$ cat config.mk
export PLATFORM = sky130hd
export DESIGN_NAME = ptm_top
export DESIGN_NICKNAME = d
export VERILOG_FILES = /design/src/verilog/ptm_pkg.sv /design/src/verilog/ptm_prescale.sv /design/src/verilog/ptm_out.sv /design/src/verilog/ptm_top.sv
export VERILOG_INCLUDE_DIRS = /design/src /design/src/verilog
export SDC_FILE = /design/constraint.sdc
export NUM_CORES = 1
export LEC_CHECK = 0
export ABC_AREA = 1
export BUFFER_PORTS_ARGS = -buffer_cell sky130_fd_sc_hd__clkbuf_2
export CORE_MARGIN = 2
export CORE_UTILIZATION = 55
export CTS_BUF_LIST = sky130_fd_sc_hd__clkbuf_2 sky130_fd_sc_hd__clkbuf_4 sky130_fd_sc_hd__clkbuf_8
export DETAILED_ROUTE_END_ITERATION = 8
export GPL_ROUTABILITY_DRIVEN = 1
export PLACE_DENSITY = 0.81
export SLEW_MARGIN = 15
export SYNTH_ARGS = -nofsm -noshare
export SYNTH_HDL_FRONTEND = slang
export SYNTH_SLANG_ARGS = --single-unit
$ cat constraint.sdc
create_clock -name clk -period 5.1 [get_ports clk]
set_clock_uncertainty 0.2 [all_clocks]
set_input_delay 0.51 -clock clk [delete_from_list [all_inputs] [get_ports clk]]
set_output_delay 0.51 -clock clk [all_outputs]
set_load 0.03 [all_outputs]
$ cat src/verilog/ptm_defines.svh
// Purpose: offsets, field positions, reset values of the periodic timer
// Assumes: apb byte addresses, one 32-bit word per register
// Notes:   definitions only
`ifndef PTM_DEFINES_SVH
`define PTM_DEFINES_SVH
// ==========================================================
// register offsets
`define PTM_OFS_CTRL0   8'h00
`define PTM_OFS_CTRL1   8'h04
`define PTM_OFS_CNT_LO  8'h08
`define PTM_OFS_CNT_HI  8'h0c
`define PTM_OFS_CMPA_LO 8'h10
`define PTM_OFS_CMPA_HI 8'h14
`define PTM_OFS_PER_LO  8'h18
`define PTM_OFS_PER_HI  8'h1c
`define PTM_OFS_FLAGS   8'h20
// ==========================================================
// control 0 fields
`define PTM_C0_RUN      0
`define PTM_C0_DIV_LSB  4
`define PTM_C0_DIV_MSB  6
// ==========================================================
// control 1 fields
`define PTM_C1_MODE_MSB 7
`define PTM_C1_MODE_LSB 6
`define PTM_C1_IO_MSB   5
`define PTM_C1_IO_LSB   4
`define PTM_C1_OCL      3
`define PTM_C1_POL      2
`define PTM_C1_CCL      0
// ==========================================================
// flag fields and reset values
`define PTM_FLG_A       0
`define PTM_FLG_P       1
`define PTM_RST_BYTE    8'h00
`define PTM_RST_CNT     10'h000
`define PTM_CNT_MAX     10'h3ff
`endif

$ cat src/verilog/ptm_pkg.sv
// Purpose: types shared by the periodic timer files
// Assumes: nothing
// Notes:   mode codes follow declaration order
package ptm_pkg;
  // ==========================================================
  // operating mode, codes 00 01 10 11 in this order
  typedef enum logic [1:0] {
    PTM_MODE_CMP,
    PTM_MODE_CAPT,
    PTM_MODE_PWM,
    PTM_MODE_TMR
  } ptm_mode_e;

  // ==========================================================
  // control word carried to the output stage
  typedef struct packed {
    ptm_mode_e  mode;
    logic [1:0] io;
    logic       ocl;
    logic       pol;
    logic       ccl;
  } ptm_ctrl_s;
endpackage : ptm_pkg

$ cat src/verilog/ptm_prescale.sv
// Purpose: timer clock enable from the system clock
// Assumes: 50 MHz clk
// Notes:   divides by 2 to the power of sel
`timescale 1ns/1ps
module ptm_prescale import ptm_pkg::*; (
  input  wire logic       clk,
  input  wire logic       rst_n,
  input  wire logic [2:0] sel,
  output logic            tick
);
  // ==========================================================
  // free divider
  logic [6:0] div_r;
  logic [6:0] mask;

  // a zero select gives an empty mask, so every clk is a tick
  assign mask = (7'h01 << sel) - 7'h01;
  assign tick = ((div_r & mask) == mask);

  always_ff @(posedge clk) begin
    if (!rst_n) div_r <= 7'h00;
    else        div_r <= div_r + 7'h01;
  end
endmodule : ptm_prescale

$ cat src/verilog/ptm_out.sv
// Purpose: output pin stage of the periodic timer
// Assumes: events arrive as one-cycle pulses on clk
// Notes:   pin level and enable come from flip-flops
`timescale 1ns/1ps
module ptm_out import ptm_pkg::*; (
  input  wire logic      clk,
  input  wire logic      rst_n,
  input  wire ptm_ctrl_s ctrl,
  input  wire logic      run_rise,
  input  wire logic      a_event,
  input  wire logic      pwm_active,
  output logic           pin_out,
  output logic           pin_oe
);
  // ==========================================================
  // compare state and pin selection
  logic cmp_r;
  logic cmp_nxt;
  logic pwm_lvl;
  logic pin_nxt;

  assign cmp_nxt = run_rise ? ctrl.ocl :
                   !a_event ? cmp_r :
                   (ctrl.io == 2'h1) ? 1'b0 :
                   (ctrl.io == 2'h2) ? 1'b1 :
                   (ctrl.io == 2'h3) ? ~cmp_r : cmp_r;

  // active level from ocl; io forces inactive, active, or waveform
  assign pwm_lvl = (ctrl.io == 2'h0) ? ~ctrl.ocl :
                   (ctrl.io == 2'h1) ? ctrl.ocl :
                   (pwm_active ? ctrl.ocl : ~ctrl.ocl);

  assign pin_nxt = ((ctrl.mode == PTM_MODE_PWM) ? pwm_lvl : cmp_r) ^ ctrl.pol;

  always_ff @(posedge clk) begin
    if (!rst_n) begin
      cmp_r   <= 1'b0;
      pin_out <= 1'b0;
      pin_oe  <= 1'b0;
    end else begin
      cmp_r   <= cmp_nxt;
      pin_out <= pin_nxt;
      // timer mode releases the pin for other uses
      pin_oe  <= (ctrl.mode == PTM_MODE_CMP) ||
                 (ctrl.mode == PTM_MODE_PWM && ctrl.io != 2'h3);
    end
  end
endmodule : ptm_out

$ cat src/verilog/ptm_top.sv
// Purpose: periodic timer with compare, timer and pwm modes, apb slave
// Assumes: 50 MHz clk, synchronous active-low reset
// Notes:   counter advances on the prescaler enable only
//
// Overview of operation
// - mode field 00 selects compare match output mode.
// - mode 11 counts like compare mode but leaves the pin unused.
// - mode 10 with output select not 11 selects pwm output mode.
// - compare, clear-select low: clear on period match or overflow; both flags.
// - compare, clear-select high: clear on compare a; only the a flag.
// - compare a value zero, clear-select high: counter overflows at 3ff, no a flag.
// - compare mode output changes only on a compare a flag event or a run bit rising edge.
// - compare a event drives high, low or toggles; select zero holds.
// - run bit rising edge loads the output with its initial level.
// - pwm ignores clear-select; period match clears, compare a sets duty.
// - pwm raises a flag and period flag on each of their matches.
// - pwm period equals period value, or 1024 when it is zero.
// - pwm output fully active when compare a reaches the period.
// - pwm output select enables waveform or forces a level; counting continues.
// - pwm active level from initial-level bit, pin inverted by polarity bit.
// - period high byte holds bits 9..8 in bits 1..0, rest zero.
// - pwm initial-level bit 0 is active low, 1 active high.
`timescale 1ns/1ps
`include "ptm_defines.svh"
module ptm_top import ptm_pkg::*; (
  input  wire logic        clk,
  input  wire logic        rst_n,
  input  wire logic        psel,
  input  wire logic        penable,
  input  wire logic        pwrite,
  input  wire logic [31:0] paddr,
  input  wire logic [31:0] pwdata,
  output logic [31:0]      prdata,
  output logic             pready,
  output logic             pslverr,
  output logic             pin_out,
  output logic             pin_oe
);
  // ==========================================================
  // register storage
  logic [7:0] ctrl0_r;
  logic [7:0] ctrl1_r;
  logic [7:0] cmpa_lo_r;
  logic [1:0] cmpa_hi_r;
  logic [7:0] per_lo_r;
  logic [1:0] per_hi_r;
  logic [1:0] flag_r;
  logic [9:0] cnt_r;
  logic       run_d_r;

  // ==========================================================
  // address decode
  function automatic logic hit(input logic [31:0] a, input logic [7:0] ofs);
    hit = (a[31:8] == 24'h000000) && (a[7:0] == ofs);
  endfunction : hit

  logic       acc;
  logic       wr;
  logic       mapped;
  logic [7:0] rsel;

  assign acc    = psel & penable;
  assign wr     = acc & pwrite;
  assign mapped = hit(paddr, `PTM_OFS_CTRL0)   | hit(paddr, `PTM_OFS_CTRL1)  |
                  hit(paddr, `PTM_OFS_CNT_LO)  | hit(paddr, `PTM_OFS_CNT_HI) |
                  hit(paddr, `PTM_OFS_CMPA_LO) | hit(paddr, `PTM_OFS_CMPA_HI) |
                  hit(paddr, `PTM_OFS_PER_LO)  | hit(paddr, `PTM_OFS_PER_HI) |
                  hit(paddr, `PTM_OFS_FLAGS);
  assign pready  = 1'b1;
  assign pslverr = acc & ~mapped;

  // ==========================================================
  // control fields
  ptm_ctrl_s  ctrl;
  logic       run;
  logic [2:0] div_sel;
  logic [9:0] compare_a_value;
  logic [9:0] period_value;

  // one driver for the whole control word
  assign ctrl = '{mode: ptm_mode_e'(ctrl1_r[`PTM_C1_MODE_MSB:`PTM_C1_MODE_LSB]),
                  io:   ctrl1_r[`PTM_C1_IO_MSB:`PTM_C1_IO_LSB],
                  ocl:  ctrl1_r[`PTM_C1_OCL],
                  pol:  ctrl1_r[`PTM_C1_POL],
                  ccl:  ctrl1_r[`PTM_C1_CCL]};
  assign run       = ctrl0_r[`PTM_C0_RUN];
  assign div_sel   = ctrl0_r[`PTM_C0_DIV_MSB:`PTM_C0_DIV_LSB];
  assign compare_a_value      = {cmpa_hi_r, cmpa_lo_r};
  assign period_value      = {per_hi_r, per_lo_r};

  // ==========================================================
  // timer clock and counter compares
  logic        tick;
  logic        step;
  logic        is_pwm;
  logic [10:0] cnt_inc;
  logic [10:0] per_ext;
  logic        p_match;
  logic        a_match;
  logic        clr_on_a;
  logic        clr_cnt;
  logic        a_event;
  logic        p_event;
  logic        pwm_active;
  logic        run_rise;

  ptm_prescale u_pre (
    .clk   (clk),
    .rst_n (rst_n),
    .sel   (div_sel),
    .tick  (tick)
  );

  assign step    = run & tick;
  assign is_pwm  = (ctrl.mode == PTM_MODE_PWM);
  assign cnt_inc = {1'b0, cnt_r} + 11'h001;
  // a zero period stands for the full 1024-count span
  assign per_ext = (period_value == 10'h000) ? 11'h400 : {1'b0, period_value};
  assign p_match = (cnt_inc == per_ext);
  // compare a zero never matches, so with clear on compare a the counter overflows at 3ff
  assign a_match = (compare_a_value != 10'h000) && (cnt_inc == {1'b0, compare_a_value});
  // clear-select only matters outside pwm
  assign clr_on_a = ctrl.ccl & ~is_pwm;
  assign clr_cnt  = clr_on_a ? a_match : p_match;
  assign a_event  = step & a_match;
  assign p_event  = step & p_match & ~clr_on_a;
  // at or above the period the waveform never goes inactive
  assign pwm_active = ({1'b0, compare_a_value} >= per_ext) || (cnt_r < compare_a_value);
  assign run_rise   = run & ~run_d_r;

  always_ff @(posedge clk) begin
    if (!rst_n)       cnt_r <= `PTM_RST_CNT;
    else if (step)    cnt_r <= clr_cnt ? `PTM_RST_CNT : cnt_inc[9:0];
  end

  always_ff @(posedge clk) begin
    if (!rst_n) run_d_r <= 1'b0;
    else        run_d_r <= run;
  end

  // ==========================================================
  // sticky flags, hardware set wins over a write-one clear
  logic [1:0] flag_set;
  logic [1:0] flag_clr;

  assign flag_set = {p_event, a_event};
  assign flag_clr = (wr && hit(paddr, `PTM_OFS_FLAGS)) ? pwdata[1:0] : 2'h0;

  generate
    for (genvar i = 0; i < 2; i++) begin : g_flag
      always_ff @(posedge clk) begin
        if (!rst_n)           flag_r[i] <= 1'b0;
        else if (flag_set[i]) flag_r[i] <= 1'b1;
        else if (flag_clr[i]) flag_r[i] <= 1'b0;
      end
    end
  endgenerate

  // ==========================================================
  // register writes, taken in the access phase
  always_ff @(posedge clk) begin
    if (!rst_n) begin
      ctrl0_r   <= `PTM_RST_BYTE;
      ctrl1_r   <= `PTM_RST_BYTE;
      cmpa_lo_r <= `PTM_RST_BYTE;
      cmpa_hi_r <= 2'h0;
      per_lo_r  <= `PTM_RST_BYTE;
      per_hi_r  <= 2'h0;
    end else if (wr) begin
      if (hit(paddr, `PTM_OFS_CTRL0))   ctrl0_r   <= pwdata[7:0];
      if (hit(paddr, `PTM_OFS_CTRL1))   ctrl1_r   <= pwdata[7:0];
      if (hit(paddr, `PTM_OFS_CMPA_LO)) cmpa_lo_r <= pwdata[7:0];
      if (hit(paddr, `PTM_OFS_CMPA_HI)) cmpa_hi_r <= pwdata[1:0];
      if (hit(paddr, `PTM_OFS_PER_LO))  per_lo_r  <= pwdata[7:0];
      if (hit(paddr, `PTM_OFS_PER_HI))  per_hi_r  <= pwdata[1:0];
    end
  end

  // ==========================================================
  // read data, latched in the setup phase
  logic [7:0] rd_byte;

  assign rd_byte =
    hit(paddr, `PTM_OFS_CTRL0)   ? ctrl0_r :
    hit(paddr, `PTM_OFS_CTRL1)   ? ctrl1_r :
    hit(paddr, `PTM_OFS_CNT_LO)  ? cnt_r[7:0] :
    hit(paddr, `PTM_OFS_CNT_HI)  ? {6'h00, cnt_r[9:8]} :
    hit(paddr, `PTM_OFS_CMPA_LO) ? cmpa_lo_r :
    hit(paddr, `PTM_OFS_CMPA_HI) ? {6'h00, cmpa_hi_r} :
    hit(paddr, `PTM_OFS_PER_LO)  ? per_lo_r :
    hit(paddr, `PTM_OFS_PER_HI)  ? {6'h00, per_hi_r} :
    hit(paddr, `PTM_OFS_FLAGS)   ? {6'h00, flag_r} : 8'h00;

  always_ff @(posedge clk) begin
    if (!rst_n)                 prdata <= 32'h00000000;
    else if (psel && !penable)  prdata <= {24'h000000, rd_byte};
  end

  // ==========================================================
  // output stage
  ptm_out u_out (
    .clk        (clk),
    .rst_n      (rst_n),
    .ctrl       (ctrl),
    .run_rise   (run_rise),
    .a_event    (a_event & ~is_pwm),
    .pwm_active (pwm_active),
    .pin_out    (pin_out),
    .pin_oe     (pin_oe)
  );
endmodule : ptm_top

==> impl_metrics.py, run 1 <==
metrics = {
    "clocking": {
        "clk_pin_slew_ns": 0.08,
        "clock-sinks": 67,
        "numCtsBuffers": 9,
        "post_cts_hold_buffer_count": 0,
        "htree_levels": 3,
        "cts_buffer_depth": 2,
        "cts_tree": "built",
        "cts_setup_buffers": 0,
        "insertion_delay_ns": 0.36,
        "cts_resized": 0,
        "cts_root_buf": "clkbuf_8",
    },
    "power_and_ir_drop": {
        "vdd_drop_max_uv": 126,
        "switchingPower_mw": 0.289,
        "power_density_mw_per_mm2": 227,
        "power_frac_seq_pct": 47.2,
        "p_int_mw": 0.828,
        "power_frac_clock_pct": 45.7,
        "cellLeakagePower_nw": 2.13,
        "comb_power_share_pct": 7.1,
        "swShare_pct": 25.9,
    },
    "place": {
        "dp.cells": 814,
        "globalplace.congestion": 1.01,
        "dpl_cell_area_sq_mm": 0.00470,
        "place_hpwl_mm": 9.26,
        "io_buffers": 55,
    },
    "finish": {
        "stdcell_count": 830,
        "syn_to_final_growth_pct": 10.9,
        "antenna_cells": 0,
        "fin_nets": 814,
        "drive_above_1_share_pct": 13.7,
        "design_area_sq_mm": 0.00492,
        "finish.utilization_pct": 63.4,
    },
    "detailed_routing": {
        "top_layer": "met4",
        "vias_per_cell": 5.60,
        "postRouteAntennaNets": 0,
        "wl_met2_mm": 5.51,
        "wl_met3_microns": 878,
        "wl_mm": 12.2,
        "wl_per_cell_microns": 14.7,
        "vias": 4646,
        "dr.pass1.iters": 6,
        "drc_errors": 0,
        "first_iter_violations": 326,
        "met1_length_mm": 5.18,
    },
    "synth": {
        "synthTopCellsByArea": "dfxtp_1 (30%), nand2_1 (11%), nor2_1 (7.5%), a21oi_1 (7.1%), inv_1 (6.4%)",
        "async_reset_ff_share_pct": 0,
        "yosysTopAreaCell": "dfxtp_1",
        "synthTopCellsByCount": "nand2_1 (130), nor2_1 (89), inv_1 (76), dfxtp_1 (67), a21oi_1 (63)",
        "syn_area_sq_mm": 0.00444,
        "ys_seq_elements": 67,
        "synth-edff-count": 0,
        "ys_seq_area_share_pct": 30.2,
        "synth_top_area_share_pct": 30.2,
        "synthFlopType": "dfxtp_1",
        "synthDistinctLibCells": 39,
        "synth_cells": 671,
        "synth.avg_cell_area_sq_um": 6.62,
        "post-synth-top-count-cell": "nand2_1",
        "yosys_warnings": 0,
    },
    "setup_path": {
        "crit_top_cell": "nor2_1",
        "start_kind": "primary input",
        "crit_buf_inv": 4,
        "critPathCaptureType": "primary output",
        "crit_family": "simple AND/OR/NAND/NOR gates",
        "crit_chain": "clkbuf_2 > nor2_1 > nand2_1 > nor2_1 > nand3_2 > inv_2 > nand3_2 > nor2_4 > inv_2 > nand3_1 > nor4_1 > nand4_1 > nor2_1 > clkbuf_2",
        "critPathMaxStageDelay_ns": 0.25,
        "path_class": "in -> out",
        "cp.required_ns": 4.39,
        "worstPathArrival_ns": 2.31,
        "crit_fanout": 10,
        "critPathSlowestCell": "nor2_4",
    },
    "timing": {
        "fin_setup_tns_ns": 0,
        "slew_headroom_pct": 46.6,
        "holdWs_ns": 0.250,
        "rsz0062_at_grt": "no",
        "hold_violations": 0,
        "period_share_pct": 59.2,
        "fmax_ghz": 0.331,
        "drv_slew": 0,
        "final.min_clock_period_ns": 3.02,
        "worst_pin_slew_ns": 0.800,
        "setup_violations": 0,
    },
    "grt": {
        "grt_first_pass_wirelength_mm": 19.5,
        "grt_pass1_vias": 4099,
        "grt_start_max_net_pins": 45,
        "grt_use_total_pct": 28.5,
        "antenna_found_initial": 0,
        "grt-ovfl-total": 0,
    },
    "floorplanning": {
        "floorplan.initialDensity_pct": 57.2,
        "pin_count": 105,
        "die-area_sq_mm": 0.00881,
        "rows": 32,
        "core_area_sq_mm": 0.00777,
        "die_w_microns": 93.8,
        "die_h_microns": 93.8,
    },
    "outcome": {
        "outcome": "completed",
    },
    "worst_hold_path": {
        "hp-class": "reg -> reg",
    },
    "flow_run": {
        "cap_viol_max_count": 0,
    },
}
## area by class of cell
| type | instances | area, sq um |
|---|---|---|
| flip-flops and latches | 67 | 1340 |
| multi-input cells | 507 | 2640 |
| fillers | 734 | 2840 |
| repair buffers | 57 | 290 |
| inverters | 81 | 304 |
| clock buffers | 10 | 131 |
| clock inverters | 6 | 90.1 |
| well taps | 102 | 128 |
## path summary, 6_finish.rpt
check                           slack [ns]          to  cells past startpoint  startpoint
worst max-delay path                  2.08     pslverr                     14   paddr[21]
worst min-delay path                  0.25  ctrl1_r[1]                      2  ctrl1_r[1]
worst max register to register        2.55    cnt_r[2]                     14    cnt_r[1]
worst min register to register        0.25  ctrl1_r[1]                      2  ctrl1_r[1]
## placed cells by master (no fill, tap or decap), drive strengths merged
cell type / count
a211oi: 4
a21oi: 63
buf: 2
bufinv: 2
clkbuf: 65
clkinv: 3
clkinvlp: 1
conb: 25
dfxtp: 67
ha: 22
inv: 81
nand2: 132
nand3: 50
nand3b: 1
nand4: 12
nor2: 95
nor3: 18
nor4: 1
o2111ai: 6
o211ai: 2
o21a: 1
o21ai: 55
o221ai: 1
o22ai: 2
o311ai: 1
or2: 3
xnor2: 1
xor2: 12
## state kept, by name, indices dropped and copies added, names as in the netlist, 7 cells and up
name and count:
cnt_r 10, cmpa_lo_r 8, ctrl0_r 8, ctrl1_r 8, per_lo_r 8, prdata 8, u_pre.div_r 7
## stage by stage
| step | worst slack, ns | total power [mW] |
|---|---|---|
| 6_report | 2.08 | 1.12 |
| 2_1_floorplan | 2.49 | 0.604 |
| 5_1_grt | 1.86 | 1.15 |
| 3_5_place_dp | 2.11 | 0.617 |
| 3_3_place_gp | 2.14 | 0.615 |
| 4_1_cts | 2.06 | 1.11 |
## metal layers
layer / global-route usage (%) / up-vias
li1: - / 2269
met1: 37.5 / 2120
met2: 45.0 / 214
met3: 4.17 / 43
met4: 15.6 / 0
met5: 0 / -
## worst reg2reg max path, stage by stage (launching register included)
cell and delay, ns:
dfxtp_1 0.45, ha_1 0.23, nand3_1 0.12, inv_2 0.11
nand2_1 0.08, o21ai_2 0.15, nand2_1 0.13, nand2_1 0.08
nand2_1 0.04, nor2_1 0.16, nand2_1 0.09, nor3_2 0.13
nand3_2 0.23, nand3_1 0.15, a21oi_1 0.07
## power groups by stage
stage               clock network, mW  registers (mW)  logic [mW]
finish                          0.510           0.527      0.0790
global route                    0.532           0.527      0.0866
CTS                             0.507           0.527      0.0781
detailed placement                  0           0.539      0.0779
global placement                    0           0.539      0.0761
floorplan                           0           0.540      0.0642
## cell families after synthesis
| group | count (synthesis) | synth area share, % |
|---|---|---|
| other cells | 2 | 0.169 |
| compound gates | 135 | 16.4 |
| fa+ha+maj | 22 | 6.20 |
| flops | 67 | 30.2 |
| xor+xnor | 13 | 3.16 |
| buf+inv | 120 | 12.3 |
| simple gates | 312 | 31.5 |
Power figures use the tool's default switching activity.
==> run 2: changes to the inputs <==
--- a/config.mk
+++ b/config.mk
@@ -9,11 +9,11 @@
 export ABC_AREA = 1
 export BUFFER_PORTS_ARGS = -buffer_cell sky130_fd_sc_hd__clkbuf_2
 export CORE_MARGIN = 2
-export CORE_UTILIZATION = 55
+export CORE_UTILIZATION = 51
 export CTS_BUF_LIST = sky130_fd_sc_hd__clkbuf_2 sky130_fd_sc_hd__clkbuf_4 sky130_fd_sc_hd__clkbuf_8
 export DETAILED_ROUTE_END_ITERATION = 8
 export GPL_ROUTABILITY_DRIVEN = 1
-export PLACE_DENSITY = 0.81
+export PLACE_DENSITY = 0.79
 export SLEW_MARGIN = 15
 export SYNTH_ARGS = -nofsm -noshare
 export SYNTH_HDL_FRONTEND = slang
==> constraint.sdc (replaced) <==
create_clock -name clk -period 2.4 [get_ports clk]
set_clock_uncertainty 0.2 [all_clocks]
set_input_delay 0.24 -clock clk [delete_from_list [all_inputs] [get_ports clk]]
set_output_delay 0.24 -clock clk [all_outputs]
set_load 0.03 [all_outputs]
==> impl_metrics.py, run 2 (synthesis results as in run 1) <==
metrics = {
    "detailed_routing": {
        "wl_per_cell_microns": 15.0,
        "wl_mm": 13.0,
        "dr.pass1.iters": 6,
        "vias_per_cell": 5.51,
        "first_iter_violations": 439,
        "drc_errors": 0,
        "vias": 4785,
        "postRouteAntennaNets": 0,
    },
    "grt": {
        "top_usage_layer": "met2",
        "grtUsageMet3_pct": 3.53,
        "grt_first_pass_wirelength_mm": 20.7,
        "grt-ovfl-total": 0,
        "grt_use_total_pct": 26.9,
        "gr-usage-met1_pct": 34.7,
        "antenna_found_initial": 0,
        "grt_pass1_vias": 4442,
        "gr-usage-met2_pct": 44.6,
        "grt_start_max_net_pins": 44,
    },
    "finish": {
        "final_common_cell": "nand2_1",
        "largest_reg_flops": 10,
        "fin_nets": 846,
        "nFillCells": 791,
        "antenna_cells": 0,
        "syn_to_final_growth_pct": 20.5,
        "drive_above_1_share_pct": 21.6,
        "layout_common_cells": "nand2_1 (124), nor2_1 (84), inv_1 (75), a21oi_1 (62), dfxtp_1 (62)",
        "stdcell_count": 868,
        "top_register": "cnt_r",
        "finish.utilization_pct": 62.2,
    },
    "setup_path": {
        "crit_chain": "ha_4 > nand3_2 > inv_2 > nand2_2 > o21ai_2 > nand2_2 > nand2_1 > nand2_1 > nor2_2 > nand2_2 > nor3_4 > nand3_4 > nand3_2 > a21oi_2",
        "critPathCaptureType": "flop",
        "crit_fanout": 5,
        "cp.required_ns": 2.43,
        "crit_top_cell": "nand2_2",
        "worstPathArrival_ns": 2.41,
        "critPathMaxStageDelay_ns": 0.38,
        "critPathSlowestCell": "dfxtp_2",
        "path_class": "reg -> reg",
        "start_kind": "flop",
    },
    "place": {
        "dp_slack_ns": 0.0804,
        "io_buffers": 55,
        "globalplace.congestion": 1.02,
        "place_hpwl_mm": 9.53,
        "dp.cells": 844,
    },
    "floorplanning": {
        "core_area_sq_mm": 0.00859,
        "die-area_sq_mm": 0.00947,
        "pin_count": 105,
        "rows": 34,
        "floorplan.initialDensity_pct": 51.7,
        "die_h_microns": 97.3,
        "die_w_microns": 97.3,
    },
    "clocking": {
        "numCtsBuffers": 9,
        "cts_tree": "built",
        "insertion_delay_ns": 0.36,
        "cts_buffer_depth": 2,
        "cts_root_buf": "clkbuf_8",
        "clk_pin_slew_ns": 0.08,
        "htree_levels": 3,
        "clock-sinks": 67,
    },
    "timing": {
        "final.min_clock_period_ns": 2.37,
        "slew_headroom_pct": 63.6,
        "timing.final.ws_setup_ns": 0.0280,
        "worst_pin_slew_ns": 0.543,
        "drv_slew": 0,
        "setup_violations": 0,
        "period_share_pct": 98.8,
        "fin_setup_tns_ns": 0,
        "fmax_ghz": 0.422,
        "hold_violations": 0,
    },
    "power_and_ir_drop": {
        "total_power_mw": 2.27,
        "vdd_drop_max_uv": 334,
        "power_density_mw_per_mm2": 425,
        "cellLeakagePower_nw": 2.29,
    },
    "outcome": {
        "outcome": "completed",
    },
    "flow_run": {
        "cap_viol_max_count": 0,
    },
    "worst_hold_path": {
        "hp-class": "in -> reg",
    },
}
-- run 2: cell count changes in the layout (fill, tap and decap cells not counted), sizes merged --
cell	before	now
buf	2	33
nand3	50	51
bufinv	2	1
inv	81	82
-- run 2: area by class of cell --
type / instances / area (sq um) / area share (%)
multi-input cells: 508 / 2820 / 52.7
flip-flops and latches: 67 / 1350 / 25.2
repair buffers: 88 / 546 / 10.2
inverters: 81 / 307 / 5.73
well taps: 108 / 135 / 2.53
clock buffers: 10 / 131 / 2.46
clock inverters: 6 / 65.1 / 1.22
-- run 2: what timing repair did --
item	in CTS	in global routing
resized for setup	0	46
buffers inserted	0	7
hold buffers	0	0
setup endpoints to repair	0	14
-- run 2: final timing paths --
kind                   start         end  slack [ns]  cells after the start
setup / recovery    cnt_r[0]    cnt_r[7]        0.03                     14
hold / removal     pwdata[6]  ctrl0_r[6]        0.01                      3
setup reg to reg    cnt_r[0]    cnt_r[7]        0.03                     14
hold reg to reg   ctrl1_r[1]  ctrl1_r[1]        0.25                      2
-- run 2: power breakdown --
group          switching (mW)  total, mW  leakage (nW)  internal [mW]
Combinational           0.126      0.173          1.65         0.0473
Sequential            0.00414       1.12         0.543           1.12
Clock                   0.485      0.978         0.100          0.494
-- run 2: stage by stage --
step	hold WS, ns	cell area (sq um)
2_1_floorplan	0.178	4530
5_1_grt	0.0318	5350
6_report	0.0107	5350
4_1_cts	0.00249	5090
3_5_place_dp	0.240	4890
3_3_place_gp	0.238	4890
-- run 2: routing by layer --
metal / vias up / routed length [microns] / share of wire, %
li1: 2333 / - / -
met1: 2144 / 5150 / 40
met2: 250 / 6160 / 47
met3: 58 / 1060 / 8.1
met4: 0 / 657 / 5.0
met5: - / 0 / 0
-- run 2: critical path, delay by kind of cell (launching register included) --
family	cells	cell delay (ns)
flops	1	0.38
buf+inv	1	0.10
fa+ha+maj	1	0.17
compound gates	2	0.25
simple gates	10	1.15
==> run 3: changes to the inputs <==
--- a/config.mk
+++ b/config.mk
@@ -7,7 +7,7 @@
 export NUM_CORES = 1
 export LEC_CHECK = 0
 export ABC_AREA = 1
-export BUFFER_PORTS_ARGS = -buffer_cell sky130_fd_sc_hd__clkbuf_2
+export BUFFER_PORTS_ARGS = -buffer_cell sky130_fd_sc_hd__buf_2
 export CORE_MARGIN = 2
 export CORE_UTILIZATION = 51
 export CTS_BUF_LIST = sky130_fd_sc_hd__clkbuf_2 sky130_fd_sc_hd__clkbuf_4 sky130_fd_sc_hd__clkbuf_8
==> impl_metrics.py, run 3 (synthesis results as in run 1) <==
metrics = {
    "grt": {
        "grt_use_total_pct": 27.1,
        "grt_first_pass_wirelength_mm": 20.8,
        "grt_start_max_net_pins": 44,
        "antenna_found_initial": 0,
        "grt_pass1_vias": 4475,
        "grt-ovfl-total": 0,
    },
    "detailed_routing": {
        "vias_per_cell": 5.62,
        "wl_per_cell_microns": 15.1,
        "drc_errors": 0,
        "dr.pass1.iters": 6,
        "vias": 4891,
        "first_iter_violations": 467,
        "postRouteAntennaNets": 0,
        "wl_mm": 13.1,
    },
    "outcome": {
        "outcome": "completed",
    },
    "setup_path": {
        "ff2ff_path_depth": 14,
        "r2r_slack_ns": 0.06,
        "cp.required_ns": 2.44,
        "path_class": "reg -> reg",
        "start_kind": "flop",
        "crit_fanout": 5,
        "rr_startpoint": "cnt_r[1]",
        "worstPathArrival_ns": 2.39,
        "critPathCaptureType": "flop",
        "r2r_end": "cnt_r[1]",
    },
    "floorplanning": {
        "rows": 34,
        "die_h_microns": 97.3,
        "core_area_sq_mm": 0.00859,
        "die-area_sq_mm": 0.00947,
        "die_w_microns": 97.3,
        "pin_count": 105,
        "floorplan.initialDensity_pct": 51.7,
    },
    "timing": {
        "fin_setup_tns_ns": 0,
        "fmax_ghz": 0.426,
        "final.min_clock_period_ns": 2.34,
        "timing.final.ws_setup_ns": 0.0553,
        "holdWs_ns": 0.0118,
        "hold_violations": 0,
        "drv_slew": 0,
        "period_share_pct": 97.7,
        "setup_violations": 0,
        "slew_headroom_pct": 57.1,
        "worst_pin_slew_ns": 0.641,
    },
    "finish": {
        "syn_to_final_growth_pct": 20.7,
        "fin_nets": 848,
        "layout_common_cells": "nand2_1 (123), nor2_1 (86), inv_1 (76), a21oi_1 (63), dfxtp_1 (62)",
        "top_register": "cnt_r",
        "finish.utilization_pct": 62.3,
        "largest_reg_flops": 10,
        "antenna_cells": 0,
        "final_common_cell": "nand2_1",
        "nFillCells": 781,
        "drive_above_1_share_pct": 21.3,
    },
    "worst_hold_path": {
        "whs_path_depth": 3,
        "hp-start": "pwdata[7]",
        "hp-class": "in -> reg",
        "min_to": "ctrl0_r[7]",
    },
    "clocking": {
        "clock-sinks": 67,
        "clk_pin_slew_ns": 0.08,
        "numCtsBuffers": 9,
        "htree_levels": 3,
        "insertion_delay_ns": 0.36,
        "cts_buffer_depth": 2,
        "cts_root_buf": "clkbuf_8",
        "cts_tree": "built",
    },
    "flow_run": {
        "cap_viol_max_count": 0,
    },
    "place": {
        "place_hpwl_mm": 9.73,
        "globalplace.congestion": 1.01,
        "dp_slack_ns": 0.106,
        "io_buffers": 55,
    },
    "power_and_ir_drop": {
        "cellLeakagePower_nw": 2.31,
        "power_density_mw_per_mm2": 421,
        "vdd_drop_max_uv": 280,
    },
}
[run 3: power by group]
group / leakage, nW / switching [mW] / internal, mW
Sequential: 0.543 / 0.00401 / 1.12
Clock: 0.100 / 0.465 / 0.493
Combinational: 1.66 / 0.126 / 0.0498
[run 3: cell type report]
class / count / area, sq um / share of cell area (%)
sequential: 67 / 1350 / 25.2
clock buffer: 10 / 131 / 2.45
tap: 108 / 135 / 2.52
inverter: 81 / 307 / 5.72
multi-input combinational: 508 / 2810 / 52.5
timing repair buffer: 90 / 561 / 10.5
clock inverter: 6 / 65.1 / 1.21
[run 3: critical path: stages (launching register included)]
cell	delay [ns]
dfxtp_2	0.36
ha_4	0.16
nand3_2	0.10
inv_2	0.09
nand2_2	0.07
o21ai_2	0.17
nand2_2	0.08
nand2_1	0.06
nand2_1	0.06
nor2_2	0.12
nand2_2	0.08
nor3_4	0.29
nand3_4	0.18
nand3_2	0.13
a21oi_1	0.06
[run 3: timing repair]
action,in CTS,in global routing
endpoints found under the setup margin,0,14
gates resized for setup,0,41
hold buffers,1,0
hold endpoints to repair,1,0
setup buffers,0,6
[run 3: worst max-delay path by stage]
stage / slack [ns] / to / cells after the start / startpoint
2_1_floorplan: 0.31 / cnt_r[1] / 14 / cnt_r[1]
3_3_place_gp: 0.16 / cnt_r[6] / 14 / cnt_r[0]
3_5_place_dp: 0.11 / cnt_r[8] / 14 / cnt_r[0]
4_1_cts: 0.09 / cnt_r[6] / 10 / cnt_r[6]
5_1_grt: -0.06 / cnt_r[0] / 12 / cnt_r[1]
6_report: 0.06 / cnt_r[1] / 14 / cnt_r[1]
[run 3: stage by stage]
stage                     area, sq um  power [mW]  instances
final                            5360        2.25        870
after CTS                        5110        2.26        863
after global placement           4900        1.31        846
after floorplan                  4530        1.28        694
after global routing             5360        2.33        870
after detailed placement         4900        1.32        846
[run 3: per-layer routing]
layer	GRT usage, %	routed length, microns	up-vias
li1	-	-	2342
met1	33.4	5210	2232
met2	46.0	6240	256
met3	4.60	1040	61
met4	13.1	629	0
met5	0	0	-
